### config.mk
export PLATFORM = sky130hd
export DESIGN_NAME = uei_top
export DESIGN_NICKNAME = d
export VERILOG_FILES = /design/src/design/uei_pkg.sv /design/src/design/uei_ev_if.sv /design/src/design/uei_flag_bank.sv /design/src/design/uei_top.sv
export SDC_FILE = /design/constraint.sdc
export NUM_CORES = 1
export LEC_CHECK = 0
export BUFFER_PORTS_ARGS = -buffer_cell sky130_fd_sc_hd__buf_2
export CAP_MARGIN = 20
export CORE_ASPECT_RATIO = 0.9
export CORE_MARGIN = 5
export CORE_UTILIZATION = 51
export CTS_BUF_LIST = sky130_fd_sc_hd__clkbuf_4 sky130_fd_sc_hd__clkbuf_8
export DETAILED_ROUTE_END_ITERATION = 7
export PLACE_DENSITY = 0.82
export SYNTH_ARGS = -nofsm -noshare
export SYNTH_HDL_FRONTEND = slang
export SYNTH_HIERARCHICAL = 1
export SYNTH_SLANG_ARGS = --single-unit
### constraint.sdc
create_clock -name pclk -period 2.1 [get_ports pclk]
set_input_delay 0.42 -clock pclk [delete_from_list [all_inputs] [get_ports pclk]]
set_output_delay 0.42 -clock pclk [all_outputs]
set_load 0.02 [all_outputs]
### src/design/uei_pkg.sv
package uei_pkg;
    localparam int unsigned DW = 16;
    localparam logic [15:0] OFS_EN0 = 16'h4046;
    localparam logic [15:0] OFS_EN1 = 16'h4048;
    localparam logic [15:0] OFS_ST0 = 16'h404a;
    localparam logic [15:0] OFS_ST1 = 16'h404c;
    localparam logic [15:0] OFS_RAW = 16'h4044;
    localparam int unsigned BIT_HOST = 6;
    localparam int unsigned BIT_RST = 1;
    localparam int unsigned BIT_CFG = 4;
    localparam int unsigned BIT_EPI = 0;
    localparam logic [15:0] MASK0 = 16'h0042;
    localparam logic [15:0] MASK1 = 16'h0051;
    localparam logic [15:0] RST_EN = 16'h0000;
    localparam logic [15:0] RST_ST = 16'h0000;
endpackage : uei_pkg

### src/design/uei_ev_if.sv
`timescale 1ns/100ps
interface uei_ev_if;
    logic [15:0] cond;
    logic [15:0] clr;
    logic [15:0] flags;
    modport bank (input cond, input clr, output flags);
    modport ctl (output cond, output clr, input flags);
endinterface : uei_ev_if

### src/design/uei_flag_bank.sv
`timescale 1ns/100ps
module uei_flag_bank
    import uei_pkg::*;
#(
    parameter logic [15:0] IMPL = 16'hffff
) (
    input wire logic pclk,
    input wire logic presetn,
    uei_ev_if.bank ev
);
    logic [15:0] prev_q;
    logic [15:0] flag_q;
    logic [15:0] rise;
    logic primed_q;

    // no edge in the first cycle after reset: a condition idling high is not an event
    assign rise = ev.cond & ~prev_q & IMPL & {16{primed_q}};

    always_ff @(posedge pclk or negedge presetn) begin
        if (!presetn) begin
            prev_q <= RST_ST;
            primed_q <= 1'b0;
        end else begin
            prev_q <= ev.cond;
            primed_q <= 1'b1;
        end
    end

    // set wins over a clear in the same cycle
    always_ff @(posedge pclk or negedge presetn) begin
        if (!presetn) begin
            flag_q <= RST_ST;
        end else begin
            flag_q <= ((flag_q & ~ev.clr) | rise) & IMPL;
        end
    end

    assign ev.flags = flag_q;
endmodule : uei_flag_bank

### src/design/uei_top.sv
// Local design decision: register access over APB.
`timescale 1ns/100ps
module uei_top
    import uei_pkg::*;
(
    input wire logic pclk,
    input wire logic presetn,
    input wire logic psel,
    input wire logic penable,
    input wire logic pwrite,
    input wire logic [17:0] paddr,
    input wire logic [31:0] pwdata,
    output logic [31:0] prdata,
    output logic pready,
    output logic pslverr,
    input wire logic host_connected,
    input wire logic port_reset_event,
    input wire logic device_configured,
    input wire logic endpoint_int,
    output logic irq
);
    typedef enum {S_IDLE, S_ACC} uei_st_e;
    uei_st_e st_q;

    logic [1:0] hc_s;
    logic [1:0] pr_s;
    logic [1:0] dc_s;
    logic [1:0] ep_s;
    logic [15:0] en0_q;
    logic [15:0] en1_q;
    logic [15:0] raw0;
    logic [15:0] raw1;
    logic wr;
    logic rd;
    logic [15:0] wd;

    uei_ev_if ev0 ();
    uei_ev_if ev1 ();

    // offsets are word indices; the byte address is four times the index
    function automatic logic hit(input logic [17:0] a, input logic [15:0] ofs);
        hit = (a == {ofs, 2'b00});
    endfunction : hit

    function automatic logic mapped(input logic [17:0] a);
        mapped = hit(a, OFS_EN0) | hit(a, OFS_EN1) | hit(a, OFS_ST0)
            | hit(a, OFS_ST1) | hit(a, OFS_RAW);
    endfunction : mapped

    // external conditions are asynchronous; two stages before any edge detection
    always_ff @(posedge pclk or negedge presetn) begin
        if (!presetn) begin
            hc_s <= 2'h0;
            pr_s <= 2'h0;
            dc_s <= 2'h0;
            ep_s <= 2'h0;
        end else begin
            hc_s <= {hc_s[0], host_connected};
            pr_s <= {pr_s[0], port_reset_event};
            dc_s <= {dc_s[0], device_configured};
            ep_s <= {ep_s[0], endpoint_int};
        end
    end

    always_comb begin
        raw0 = 16'h0000;
        raw1 = 16'h0000;
        raw0[BIT_HOST] = hc_s[1];
        raw0[BIT_RST] = pr_s[1];
        raw1[BIT_HOST] = ~hc_s[1];
        raw1[BIT_CFG] = dc_s[1];
        raw1[BIT_EPI] = ep_s[1];
    end

    // disconnect flag catches the falling edge of the connection level
    assign ev0.cond = raw0;
    assign ev1.cond = raw1;

    assign wr = (st_q == S_ACC) && psel && penable && pwrite;
    assign rd = psel && !penable && !pwrite;
    assign wd = pwdata[15:0];

    assign ev0.clr = (wr && hit(paddr, OFS_ST0)) ? wd : 16'h0000;
    assign ev1.clr = (wr && hit(paddr, OFS_ST1)) ? wd : 16'h0000;

    uei_flag_bank #(.IMPL(MASK0)) u_bank0 (
        .pclk(pclk),
        .presetn(presetn),
        .ev(ev0)
    );

    uei_flag_bank #(.IMPL(MASK1)) u_bank1 (
        .pclk(pclk),
        .presetn(presetn),
        .ev(ev1)
    );

    // no wait state: setup, then access answered with pready in its first cycle
    always_ff @(posedge pclk or negedge presetn) begin
        if (!presetn) begin
            st_q <= S_IDLE;
        end else begin
            case (st_q)
                S_IDLE: begin
                    if (psel && !penable) begin
                        st_q <= S_ACC;
                    end
                end
                S_ACC: begin
                    st_q <= S_IDLE;
                end
                default: begin
                    st_q <= S_IDLE;
                end
            endcase
        end
    end

    always_ff @(posedge pclk or negedge presetn) begin
        if (!presetn) begin
            pready <= 1'b0;
            pslverr <= 1'b0;
        end else begin
            pready <= (st_q == S_IDLE) && psel && !penable;
            pslverr <= (st_q == S_IDLE) && psel && !penable && !mapped(paddr);
        end
    end

    always_ff @(posedge pclk or negedge presetn) begin
        if (!presetn) begin
            en0_q <= RST_EN;
            en1_q <= RST_EN;
        end else if (wr) begin
            if (hit(paddr, OFS_EN0)) begin
                en0_q <= wd & MASK0;
            end
            if (hit(paddr, OFS_EN1)) begin
                en1_q <= wd & MASK1;
            end
        end
    end

    // read data captured in setup so it is stable through the access phase
    always_ff @(posedge pclk or negedge presetn) begin
        if (!presetn) begin
            prdata <= 32'h0000_0000;
        end else if (rd) begin
            if (hit(paddr, OFS_EN0)) begin
                prdata <= {16'h0000, en0_q};
            end else if (hit(paddr, OFS_EN1)) begin
                prdata <= {16'h0000, en1_q};
            end else if (hit(paddr, OFS_ST0)) begin
                prdata <= {16'h0000, ev0.flags};
            end else if (hit(paddr, OFS_ST1)) begin
                prdata <= {16'h0000, ev1.flags};
            end else if (hit(paddr, OFS_RAW)) begin
                prdata <= {16'h0000, raw0};
            end else begin
                prdata <= 32'h0000_0000;
            end
        end
    end

    // masked flags still record; only enabled ones reach the request
    always_ff @(posedge pclk or negedge presetn) begin
        if (!presetn) begin
            irq <= 1'b0;
        end else begin
            irq <= |(ev0.flags & en0_q)
                | |(ev1.flags & en1_q);
        end
    end
endmodule : uei_top

Word-level counts from Yosys, hierarchy flattened
Index checks and enable logic that the tools add are counted.
{"block": "classes", "eq_ne": 7, "mux": 9, "bitwise": 20, "reduce_logical": 19}
{"op": "18-bit by 17-bit equality test with 1-bit output, second input constant", "n": 5}
{"op": "32-bit logical NOT", "n": 2}
{"op": "32-bit two-way mux", "n": 2}
{"op": "7-bit AND", "n": 8}
{"op": "7-bit two-way mux", "n": 7}
{"op": "32-bit by 2-bit equality test with 1-bit output, second input constant", "n": 1}
{"op": "16-bit OR reduction", "n": 2}
{"op": "7-bit NOT", "n": 4}
{"op": "7-bit bitwise OR", "n": 2}
{"op": "1-bit logical AND", "n": 10}
{"op": "1-bit bitwise OR", "n": 5}
{"op": "2-bit AND reduction", "n": 2}
{"op": "1-bit logical NOT", "n": 3}
{"op": "2-bit != test, second input constant", "n": 1}
{"op": "1-bit NOT", "n": 1}
{"block": "totals", "reg_bits": 91, "in_bits": 59, "out_inout_bits": 35, "elab_cells": 71}

Depth between registers and ports, before layout
Gate-level depths: netlist of the first run.
{"block": "depth", "ltp_word": 9, "mapped_depth": 6, "mapped_depth_nobuf": 5}

Hierarchy
The synthesis of the first run kept the hierarchy.
{"module": "uei_top", "instances": 1, "cells_each": 187, "area_each_um2": 1888.1}
{"module": "uei_flag_bank (u_bank1)", "instances": 1, "cells_each": 31, "area_each_um2": 340.3}
{"module": "uei_flag_bank (u_bank0)", "instances": 1, "cells_each": 27, "area_each_um2": 277.8}

Least setup slack after synthesis of the first run
No wires, ideal clock.
{"block": "synth_timing", "path_kind": "in2reg", "from": "input paddr[17]", "to": "register u_bank0.flag_q[6], in the netlist u_bank0/ev.flags[6]", "t_arrival_ps": 2107, "t_required_ps": 1981, "slack_ps": -126, "stages": 6, "n_path_buf": 1, "cell_sequence": "or4b_4 or3_4 nor4_4 clkbuf_1 and2_1 o21ai_2"}
{"block": "synth_via", "elab_chain_len": 6}
{"item": "start: declaration", "line_no": "uei_top.sv:11", "text": "input wire logic [17:0] paddr,"}
{"item": "18-bit by 17-bit equality test with 1-bit output", "line_no": "uei_top.sv:42", "text": "hit = (a == {ofs, 2'b00});"}
{"item": "1-bit logical AND", "line_no": "uei_top.sv:83", "text": "assign ev0.clr = (wr && hit(paddr, OFS_ST0)) ? wd : 16'h0000;"}
{"item": "7-bit two-way mux", "line_no": "uei_top.sv:83"}
{"item": "named net ev0.clr[6]", "line_no": "uei_ev_if.sv:4", "text": "logic [15:0] clr;"}
{"item": "7-bit NOT", "line_no": "uei_flag_bank.sv:34", "text": "flag_q <= ((flag_q & ~ev.clr) | rise) & IMPL;"}
{"item": "7-bit AND", "line_no": "uei_flag_bank.sv:34"}
{"item": "7-bit bitwise OR", "line_no": "uei_flag_bank.sv:34"}
{"item": "end signal: assignment", "line_no": "uei_flag_bank.sv:34"}
{"item": "end: declaration", "line_no": "uei_flag_bank.sv:12", "text": "logic [15:0] flag_q;"}
The timed path passes the listed nets, and every way through them passes these cells.
A chain may end at the register's enable or synchronous reset.

Worst setup path in the final report of the first run
{"block": "layout_timing", "from": "input paddr[14]", "to": "register prdata[4]"}
{"block": "layout_via", "elab_chain_len": 5}
{"item": "18-bit by 17-bit equality test with 1-bit output", "line_no": "uei_top.sv:42"}
{"item": "7-bit two-way mux", "line_no": "uei_top.sv:154", "text": "end else if (hit(paddr, OFS_ST1)) begin"}
{"item": "7-bit two-way mux", "line_no": "uei_top.sv:152", "text": "end else if (hit(paddr, OFS_ST0)) begin"}
{"item": "7-bit two-way mux", "line_no": "uei_top.sv:150", "text": "end else if (hit(paddr, OFS_EN1)) begin"}
{"item": "7-bit two-way mux *", "line_no": "uei_top.sv:148", "text": "if (hit(paddr, OFS_EN0)) begin"}
{"item": "end signal: assignment", "line_no": "uei_top.sv:149", "text": "prdata <= {16'h0000, en0_q};"}
{"item": "end signal: assignment", "line_no": "uei_top.sv:151", "text": "prdata <= {16'h0000, en1_q};"}
{"item": "end signal: assignment", "line_no": "uei_top.sv:153", "text": "prdata <= {16'h0000, ev0.flags};"}
{"item": "end: declaration", "line_no": "uei_top.sv:13", "text": "output logic [31:0] prdata,"}
Every way passes the cells marked *; elsewhere a longest branch is shown, timed or not.

==> out/qor.yml, run 1 <==
ios: 94
grt_pass1_vias: 1560
portBuffers: 49
placed_area_mm2: 0.002509
die_area_mm2: 0.006039
slew_violations: 0
antenna_found_initial: 0
drc: 0
cp_data_arrival_time_ns: 2.09
cap_viol_max_count: 0
nNetsFinal: 329
clk_path_buf_depth: 2
period_needed_ns: 1.886
post_cts_resized: 0
cp.required_ns: 2.31
slew_headroom: 0.2841
wl_met1_mm: 1.820
tns_ns: 0
core-area_mm2: 0.004461
ir_worst_vdd_uv: 268.1
layout_setup_ws_ns: 0.2137
start_kind: "input port"
grt_max_degree: 24
crit_type: "in2reg"
clkSinkCount: 45
post_cts_buffers: 0
gp_congestion: 0.8151
numCtsBuffers: 5
design_area_mm2: 0.002599
yosys_warnings: 6
grt.total_usage: 0.1550
fin_crit_sh: 0.8982
fp-row-count: 23
maxUsedRoutingLayer: "met4"
wl_met2_mm: 2.007
drive_above_1_share: 0.3407
h-tree-depth: 2
nFillCells: 393
outcome: "completed"
chipHeight_um: 74.22
holdWs_ns: 0.06875
finalSetupViolations: 0
finalClockSkew_ns: 0.006348
insertion_delay_ns: 0.30
endpoint_kind: "flip-flop"
cts_tree: "built"
cp_max_fo: 4
rsz0062_at_grt: "false"
hold_path.class: "in2async"
reg2reg_depth: 5
syn_area_per_cell_um2: 10.72
antenna_cells: 0
place_hpwl_mm: 3.314
dp_slack_ns: -0.07318
netlist_instances: 218
clkTransAtPathRegs_ns: 0.08
syn_area_mm2: 0.002337
drt-wirelength-per-cell_um: 12.74
cts-root-buf: "clkbuf_8"
fmax_mhz: 530.1
postCtsHoldBufs: 0
drt_iter0_drc: 84
start_util: 0.5240
syn_to_final_growth_pct: 11.19
grt_pass1_wl_mm: 7.224
overflow: 0
total_power_mw: 1.568
met3_length_um: 360
via_per_inst: 4.729
p_leak_nw: 1.321
first_pass_iters: 5
hold_violations: 0
worst_slew_pin_slew_ns: 1.065
die_width_um: 81.36
p_per_area_mw_per_mm2: 603.4
routed_wl_mm: 4.229
vias: 1570
final_antenna_net_count: 0
-- path summary, 6_finish.rpt --
kind,slack (ns),endpoint,from
worst max-delay path,0.21,prdata[4]$_DFFE_PN0P_,paddr[14]
worst min-delay path,0.07,ep_s[1]$_DFF_PN0_,presetn
worst max register to register,0.58,u_bank0/ev.flags[1]$_DFF_PN0_,st_q[0]$_DFFE_PN0P_
worst min register to register,0.34,dc_s[1]$_DFF_PN0_,dc_s[0]$_DFF_PN0_
max in group asynchronous,1.48,pr_s[0]$_DFF_PN0_,presetn
min in group pclk,0.23,ep_s[0]$_DFF_PN0_,endpoint_int
-- layer usage --
metal	track usage	vias to the layer above
li1	-	771
met1	0.2020	734
met2	0.2486	60
met3	0.04600	5
met4	0.05066	0
met5	0	-
-- placed cells by master (no fill, tap or decap), types with 2 or more instances in the layout --
master    instances
nor4_1            2
dfrtp_1          45
inv_1             9
nand3b_1          6
clkbuf_8          6
mux2i_1           3
nand3_1           4
conb_1           45
and2_0            8
buf_2            49
a22oi_1           2
and4_1            2
mux2_2            5
buf_4             8
a221o_2          10
o21ai_0          10
nor2_1            3
and2_1            8
a222oi_1          2
o21ai_2           5
nor2b_1           4
o22ai_1           2
nand2_1          12
nor3b_1           3
nand4_1           2
-- critical path, stage by stage --
cell     delay, ns
buf_2         0.09
or4_1         0.55
buf_4         0.16
buf_4         0.12
nor4_1        0.25
buf_4         0.18
nand3_1       0.10
o21ai_0       0.22
-- per-stage QoR --
| step | utilization | cells |
|---|---|---|
| 6_report | 0.5826 | 332 |
| 5_1_grt | 0.5826 | 332 |
| 4_1_cts | 0.5826 | 332 |
| 3_5_place_dp | 0.5624 | 325 |
| 3_3_place_gp | 0.5624 | 325 |
| 2_1_floorplan | - | 258 |
-- layout make-up --
| class | count | area (um^2) | share of cell area |
|---|---|---|---|
| Multi-Input combinational cell | 152 | 965.9 | 0.3717 |
| Timing Repair Buffer | 57 | 305.3 | 0.1175 |
| Clock inverter | 1 | 7.507 | 0.002889 |
| Sequential cell | 45 | 1126 | 0.4333 |
| Tap cell | 62 | 77.57 | 0.02985 |
| Clock buffer | 6 | 82.58 | 0.03178 |
| Inverter | 9 | 33.78 | 0.01300 |
-- flip-flops by register name, indices dropped and copies added, names as in the netlist --
name              flops
prdata               16
en1_q                 3
u_bank1/ev.flags      3
u_bank1/prev_q        3
dc_s                  2
en0_q                 2
ep_s                  2
hc_s                  2
pr_s                  2
u_bank0/ev.flags      2
u_bank0/prev_q        2
irq                   1
pready                1
pslverr               1
st_q                  1
u_bank0/primed_q      1
u_bank1/primed_q      1
-- power breakdown --
part	leakage (nW)	internal [mW]	total, mW	switching, mW
clock network	0.0433	0.260	0.538	0.278
registers	0.565	0.883	0.891	0.00742
logic	0.712	0.0458	0.140	0.0940
Power figures use the tool's default switching activity.
==> inputs of run 2 (changes only) <==
--- a/config.mk
+++ b/config.mk
@@ -7,12 +7,14 @@
 export LEC_CHECK = 0
 export BUFFER_PORTS_ARGS = -buffer_cell sky130_fd_sc_hd__buf_2
 export CAP_MARGIN = 20
+export CELL_PAD_IN_SITES_DETAIL_PLACEMENT = 0
+export CELL_PAD_IN_SITES_GLOBAL_PLACEMENT = 2
 export CORE_ASPECT_RATIO = 0.9
-export CORE_MARGIN = 5
-export CORE_UTILIZATION = 51
+export CORE_MARGIN = 2
+export CORE_UTILIZATION = 30
 export CTS_BUF_LIST = sky130_fd_sc_hd__clkbuf_4 sky130_fd_sc_hd__clkbuf_8
 export DETAILED_ROUTE_END_ITERATION = 7
-export PLACE_DENSITY = 0.82
+export PLACE_DENSITY_LB_ADDON = 0.1
 export SYNTH_ARGS = -nofsm -noshare
 export SYNTH_HDL_FRONTEND = slang
 export SYNTH_HIERARCHICAL = 1
==> out/qor.yml, run 2 (synthesis results as in run 1) <==
outcome: "completed"
fp-row-count: 30
gp_congestion: 0.6884
p_per_area_mw_per_mm2: 641.3
die_area_mm2: 0.008514
path_cells: "buf_2 > or4b_4 > nor4_1 > buf_4 > nand4_1 > mux2_2"
place_hpwl_mm: 3.481
fin_crit_sh: 0.9325
postCtsHoldBufs: 0
cap_viol_max_count: 0
cp_max_fo: 4
overflow: 0
post_cts_resized: 0
slew_violations: 0
chipHeight_um: 87.74
mostFrequentLayoutCell: "buf_2"
h-tree-depth: 2
hold_path.class: "in2async"
crit_type: "in2reg"
switching_share: 0.2248
endpoint_kind: "flip-flop"
clk_path_buf_depth: 2
final_cell_mix: "buf_2, conb_1, dfrtp_1, nand2_1"
drt_iter0_drc: 48
numCtsBuffers: 5
tns_ns: 0
period_needed_ns: 1.958
regToRegSetupSlack_ns: 0.57
drt-wirelength-per-cell_um: 12.66
reg2reg_depth: 5
vias: 1528
cp.required_ns: 2.28
clkSinkCount: 45
design_area_mm2: 0.002676
drive_above_1_share: 0.3407
finalSetupViolations: 0
grt_max_degree: 26
placed_area_mm2: 0.002549
via_per_inst: 4.175
finalClockSkew_ns: 0.005559
cp_data_arrival_time_ns: 2.14
insertion_delay_ns: 0.29
nNetsFinal: 328
ir_worst_vdd_uv: 287.8
ios: 94
core-area_mm2: 0.007545
final_antenna_net_count: 0
first_pass_iters: 4
switchingPower_uw: 385.9
crit_path_top_delay_cell: "or4b_4"
grt_pass1_wl_mm: 7.527
max_flop_register: "prdata"
post_cts_buffers: 0
antenna_found_initial: 0
largest_reg_flops: 16
p_comb_frac: 0.082
syn_to_final_growth_pct: 14.51
die_width_um: 97.04
rsz0062_at_grt: "false"
drc: 0
clockPowerShare: 0.399
grt_pass1_vias: 1429
start_util: 0.3098
timing.rr.end: "u_bank1/ev.flags[0]$_DFF_PN0_"
total_power_mw: 1.716
fmax_mhz: 510.7
cts-root-buf: "clkbuf_8"
clkTransAtPathRegs_ns: 0.08
grt.total_usage: 0.1138
portBuffers: 49
internal_power_mw: 1.331
slowest_delay_ns: 0.55
antenna_cells: 0
seq_power_share: 0.519
worst-path-buf-inv: 2
start_kind: "input port"
p_leak_nw: 1.340
cpLargestDelayFamily: "simple AND/OR/NAND/NOR gates"
cts_tree: "built"
rr_startpoint: "st_q[0]$_DFFE_PN0P_"
routed_wl_mm: 4.635
hold_violations: 0
run 2: power by group through the flow:
stage	clock network, mW	registers (mW)	logic [mW]
4_1_cts	0.726	0.891	0.144
3_3_place_gp	0	0.908	0.144
5_1_grt	0.750	0.894	0.162
3_5_place_dp	0	0.908	0.143
2_1_floorplan	0	0.909	0.131
6_report	0.684	0.891	0.141
run 2: metrics by stage:
stage | hold WS, ns | std cells | utilization | setup slack (ns)
floorplan | 0.1244 | 258 | - | 0.1105
global route | 0.1134 | 366 | 0.3547 | 0.1095
finish | 0.08197 | 366 | 0.3547 | 0.1418
detailed placement | 0.3347 | 357 | 0.3378 | -0.1491
CTS | 0.08406 | 365 | 0.3537 | 0.1675
global placement | 0.3316 | 357 | 0.3378 | -0.1194
run 2: cell type report:
| class | count | area, um^2 |
|---|---|---|
| Clock inverter | 1 | 30.03 |
| Timing Repair Buffer | 56 | 310.3 |
| Clock buffer | 7 | 90.09 |
| Sequential cell | 45 | 1126 |
| Fill cell | 777 | 4868 |
| Multi-Input combinational cell | 152 | 965.9 |
| Tap cell | 96 | 120.1 |
| Inverter | 9 | 33.78 |
run 2: worst max-delay path by stage:
stage                     startpoint  depth (start not counted)                            end
after floorplan            paddr[17]                          6  u_bank0/ev.flags[6]$_DFF_PN0_
after global placement     paddr[17]                          6           en1_q[4]$_DFFE_PN0P_
after detailed placement   paddr[17]                          6           en1_q[4]$_DFFE_PN0P_
after CTS                  paddr[17]                          6           en1_q[0]$_DFFE_PN0P_
after global routing       paddr[17]                          6           en1_q[0]$_DFFE_PN0P_
final                      paddr[17]                          6           en1_q[0]$_DFFE_PN0P_
run 2: per-layer routing:
metal / wire [um] / global-route usage / part of all wire
met1: 2424 / 0.1677 / 0.52
met2: 1877 / 0.1597 / 0.40
met3: 274 / 0.03033 / 0.059
met4: 58 / 0.04225 / 0.013
met5: 0 / 0 / 0
run 2: worst reg2reg max path: cells and delay by family (launching register included):
kind	cells	cell delay, ns
and+or+nand+nor	4	1.00
DFF	1	0.38
AOI/OAI and AO/OA	1	0.05
==> inputs of run 3 (changes only) <==
--- a/config.mk
+++ b/config.mk
@@ -12,7 +12,7 @@
 export CORE_ASPECT_RATIO = 0.9
 export CORE_MARGIN = 2
 export CORE_UTILIZATION = 30
-export CTS_BUF_LIST = sky130_fd_sc_hd__clkbuf_4 sky130_fd_sc_hd__clkbuf_8
+export CTS_BUF_LIST = sky130_fd_sc_hd__clkbuf_4
 export DETAILED_ROUTE_END_ITERATION = 7
 export PLACE_DENSITY_LB_ADDON = 0.1
 export SYNTH_ARGS = -nofsm -noshare
==> out/qor.yml, run 3 (synthesis results as in run 1) <==
chipHeight_um: 87.74
endpoint_kind: "flip-flop"
syn_to_final_growth_pct: 12.74
period_needed_ns: 1.865
overflow: 0
hold_path.class: "in2async"
grt.total_usage: 0.1139
core-area_mm2: 0.007545
cap_viol_max_count: 0
reg2reg_depth: 5
fin_crit_sh: 0.8882
start_kind: "input port"
drc: 0
ir_worst_vdd_uv: 194.3
cp.required_ns: 2.36
antenna_found_initial: 0
cp_data_arrival_time_ns: 2.13
drt-wirelength-per-cell_um: 12.69
ios: 94
timing.rr.end: "u_bank1/ev.flags[6]$_DFF_PN0_"
insertion_delay_ns: 0.36
routed_wl_mm: 4.643
p_leak_nw: 1.322
nFillCells: 775
mostFrequentLayoutCell: "buf_2"
cts-root-buf: "clkbuf_4"
design_area_mm2: 0.002635
fp-row-count: 30
antenna_cells: 0
cts_tree: "built"
rr_startpoint: "st_q[0]$_DFFE_PN0P_"
grt_pass1_vias: 1429
largest_reg_flops: 16
outcome: "completed"
clk_path_buf_depth: 2
via_per_inst: 4.219
finalClockSkew_ns: 0.01234
clkTransAtPathRegs_ns: 0.14
fmax_mhz: 536.1
place_hpwl_mm: 3.481
placed_area_mm2: 0.002549
nNetsFinal: 328
layout_setup_ws_ns: 0.2348
grt_pass1_wl_mm: 7.521
h-tree-depth: 2
grt_max_degree: 26
vias: 1544
drt_iter0_drc: 58
cp_max_fo: 4
slew_violations: 0
die_area_mm2: 0.008514
portBuffers: 49
max_flop_register: "prdata"
rsz0062_at_grt: "false"
crit_type: "in2reg"
dp_slack_ns: -0.1491
numCtsBuffers: 5
drive_above_1_share: 0.3370
regToRegSetupSlack_ns: 0.55
first_pass_iters: 4
clkSinkCount: 45
setup.worst_path.start: "paddr[17]"
start_util: 0.3098
p_per_area_mw_per_mm2: 597.0
final_cell_mix: "buf_2, conb_1, dfrtp_1, nand2_1"
post_cts_resized: 0
die_width_um: 97.04
postCtsHoldBufs: 0
worst_setup_path_endpoint: "en1_q[0]$_DFFE_PN0P_"
hold_violations: 0
post_cts_buffers: 0
finalSetupViolations: 0
final_antenna_net_count: 0
gp_congestion: 0.6884
## run 3: cell count changes in the layout (fill, tap and decap cells not counted)
| cell | previous run | this run |
|---|---|---|
| clkbuf_4 | 2 | 7 |
| clkbuf_8 | 6 | 0 |
| clkinv_1 | 0 | 1 |
## run 3: cell type report
cell class | count | area, um^2 | area share
Sequential cell | 45 | 1126 | 0.4273
Multi-Input combinational cell | 152 | 965.9 | 0.3666
Timing Repair Buffer | 56 | 310.3 | 0.1178
Tap cell | 96 | 120.1 | 0.04558
Clock buffer | 6 | 45.04 | 0.01709
Clock inverter | 2 | 33.78 | 0.01282
Inverter | 9 | 33.78 | 0.01282
## run 3: worst min path at each step
stage	start	end	slack [ns]
global route	presetn	dc_s[1]$_DFF_PN0_	0.02
detailed placement	dc_s[0]$_DFF_PN0_	dc_s[1]$_DFF_PN0_	0.33
floorplan	presetn	dc_s[0]$_DFF_PN0_	0.12
finish	presetn	ep_s[0]$_DFF_PN0_	0.0006
CTS	presetn	ep_s[1]$_DFF_PN0_	0.002
global placement	pr_s[0]$_DFF_PN0_	pr_s[1]$_DFF_PN0_	0.33
## run 3: per-stage QoR
| stage | util | power [mW] | setup TNS [ns] | hold slack (ns) | cells |
|---|---|---|---|---|---|
| after floorplan | - | 1.040 | 0 | 0.1244 | 258 |
| after global placement | 0.3378 | 1.052 | -0.5434 | 0.3316 | 357 |
| after detailed placement | 0.3378 | 1.052 | -0.6357 | 0.3347 | 357 |
| after CTS | 0.3483 | 1.607 | 0 | 0.002164 | 365 |
| after global routing | 0.3493 | 1.659 | 0 | 0.01667 | 366 |
| final | 0.3493 | 1.573 | 0 | 0.0006464 | 366 |
## run 3: power by group
group	leakage (nW)	internal [mW]	switching [mW]
logic	0.713	0.0464	0.0952
registers	0.565	0.884	0.00778
clock network	0.0433	0.261	0.279
## run 3: worst max-delay path, cell delays in order
cell,delay (ns)
buf_2,0.10
or4b_4,0.55
nor4_1,0.34
buf_4,0.18
nand4_1,0.20
mux2_2,0.34
## run 3: metal layers
layer  vias up  share of wire  wire, um  global-route usage
li1        771              -         -                   -
met1       706           0.52      2431              0.1695
met2        62           0.40      1847              0.1559
met3         5          0.066       305             0.03033
met4         0          0.013        59             0.04609
met5         -              0         0                   0
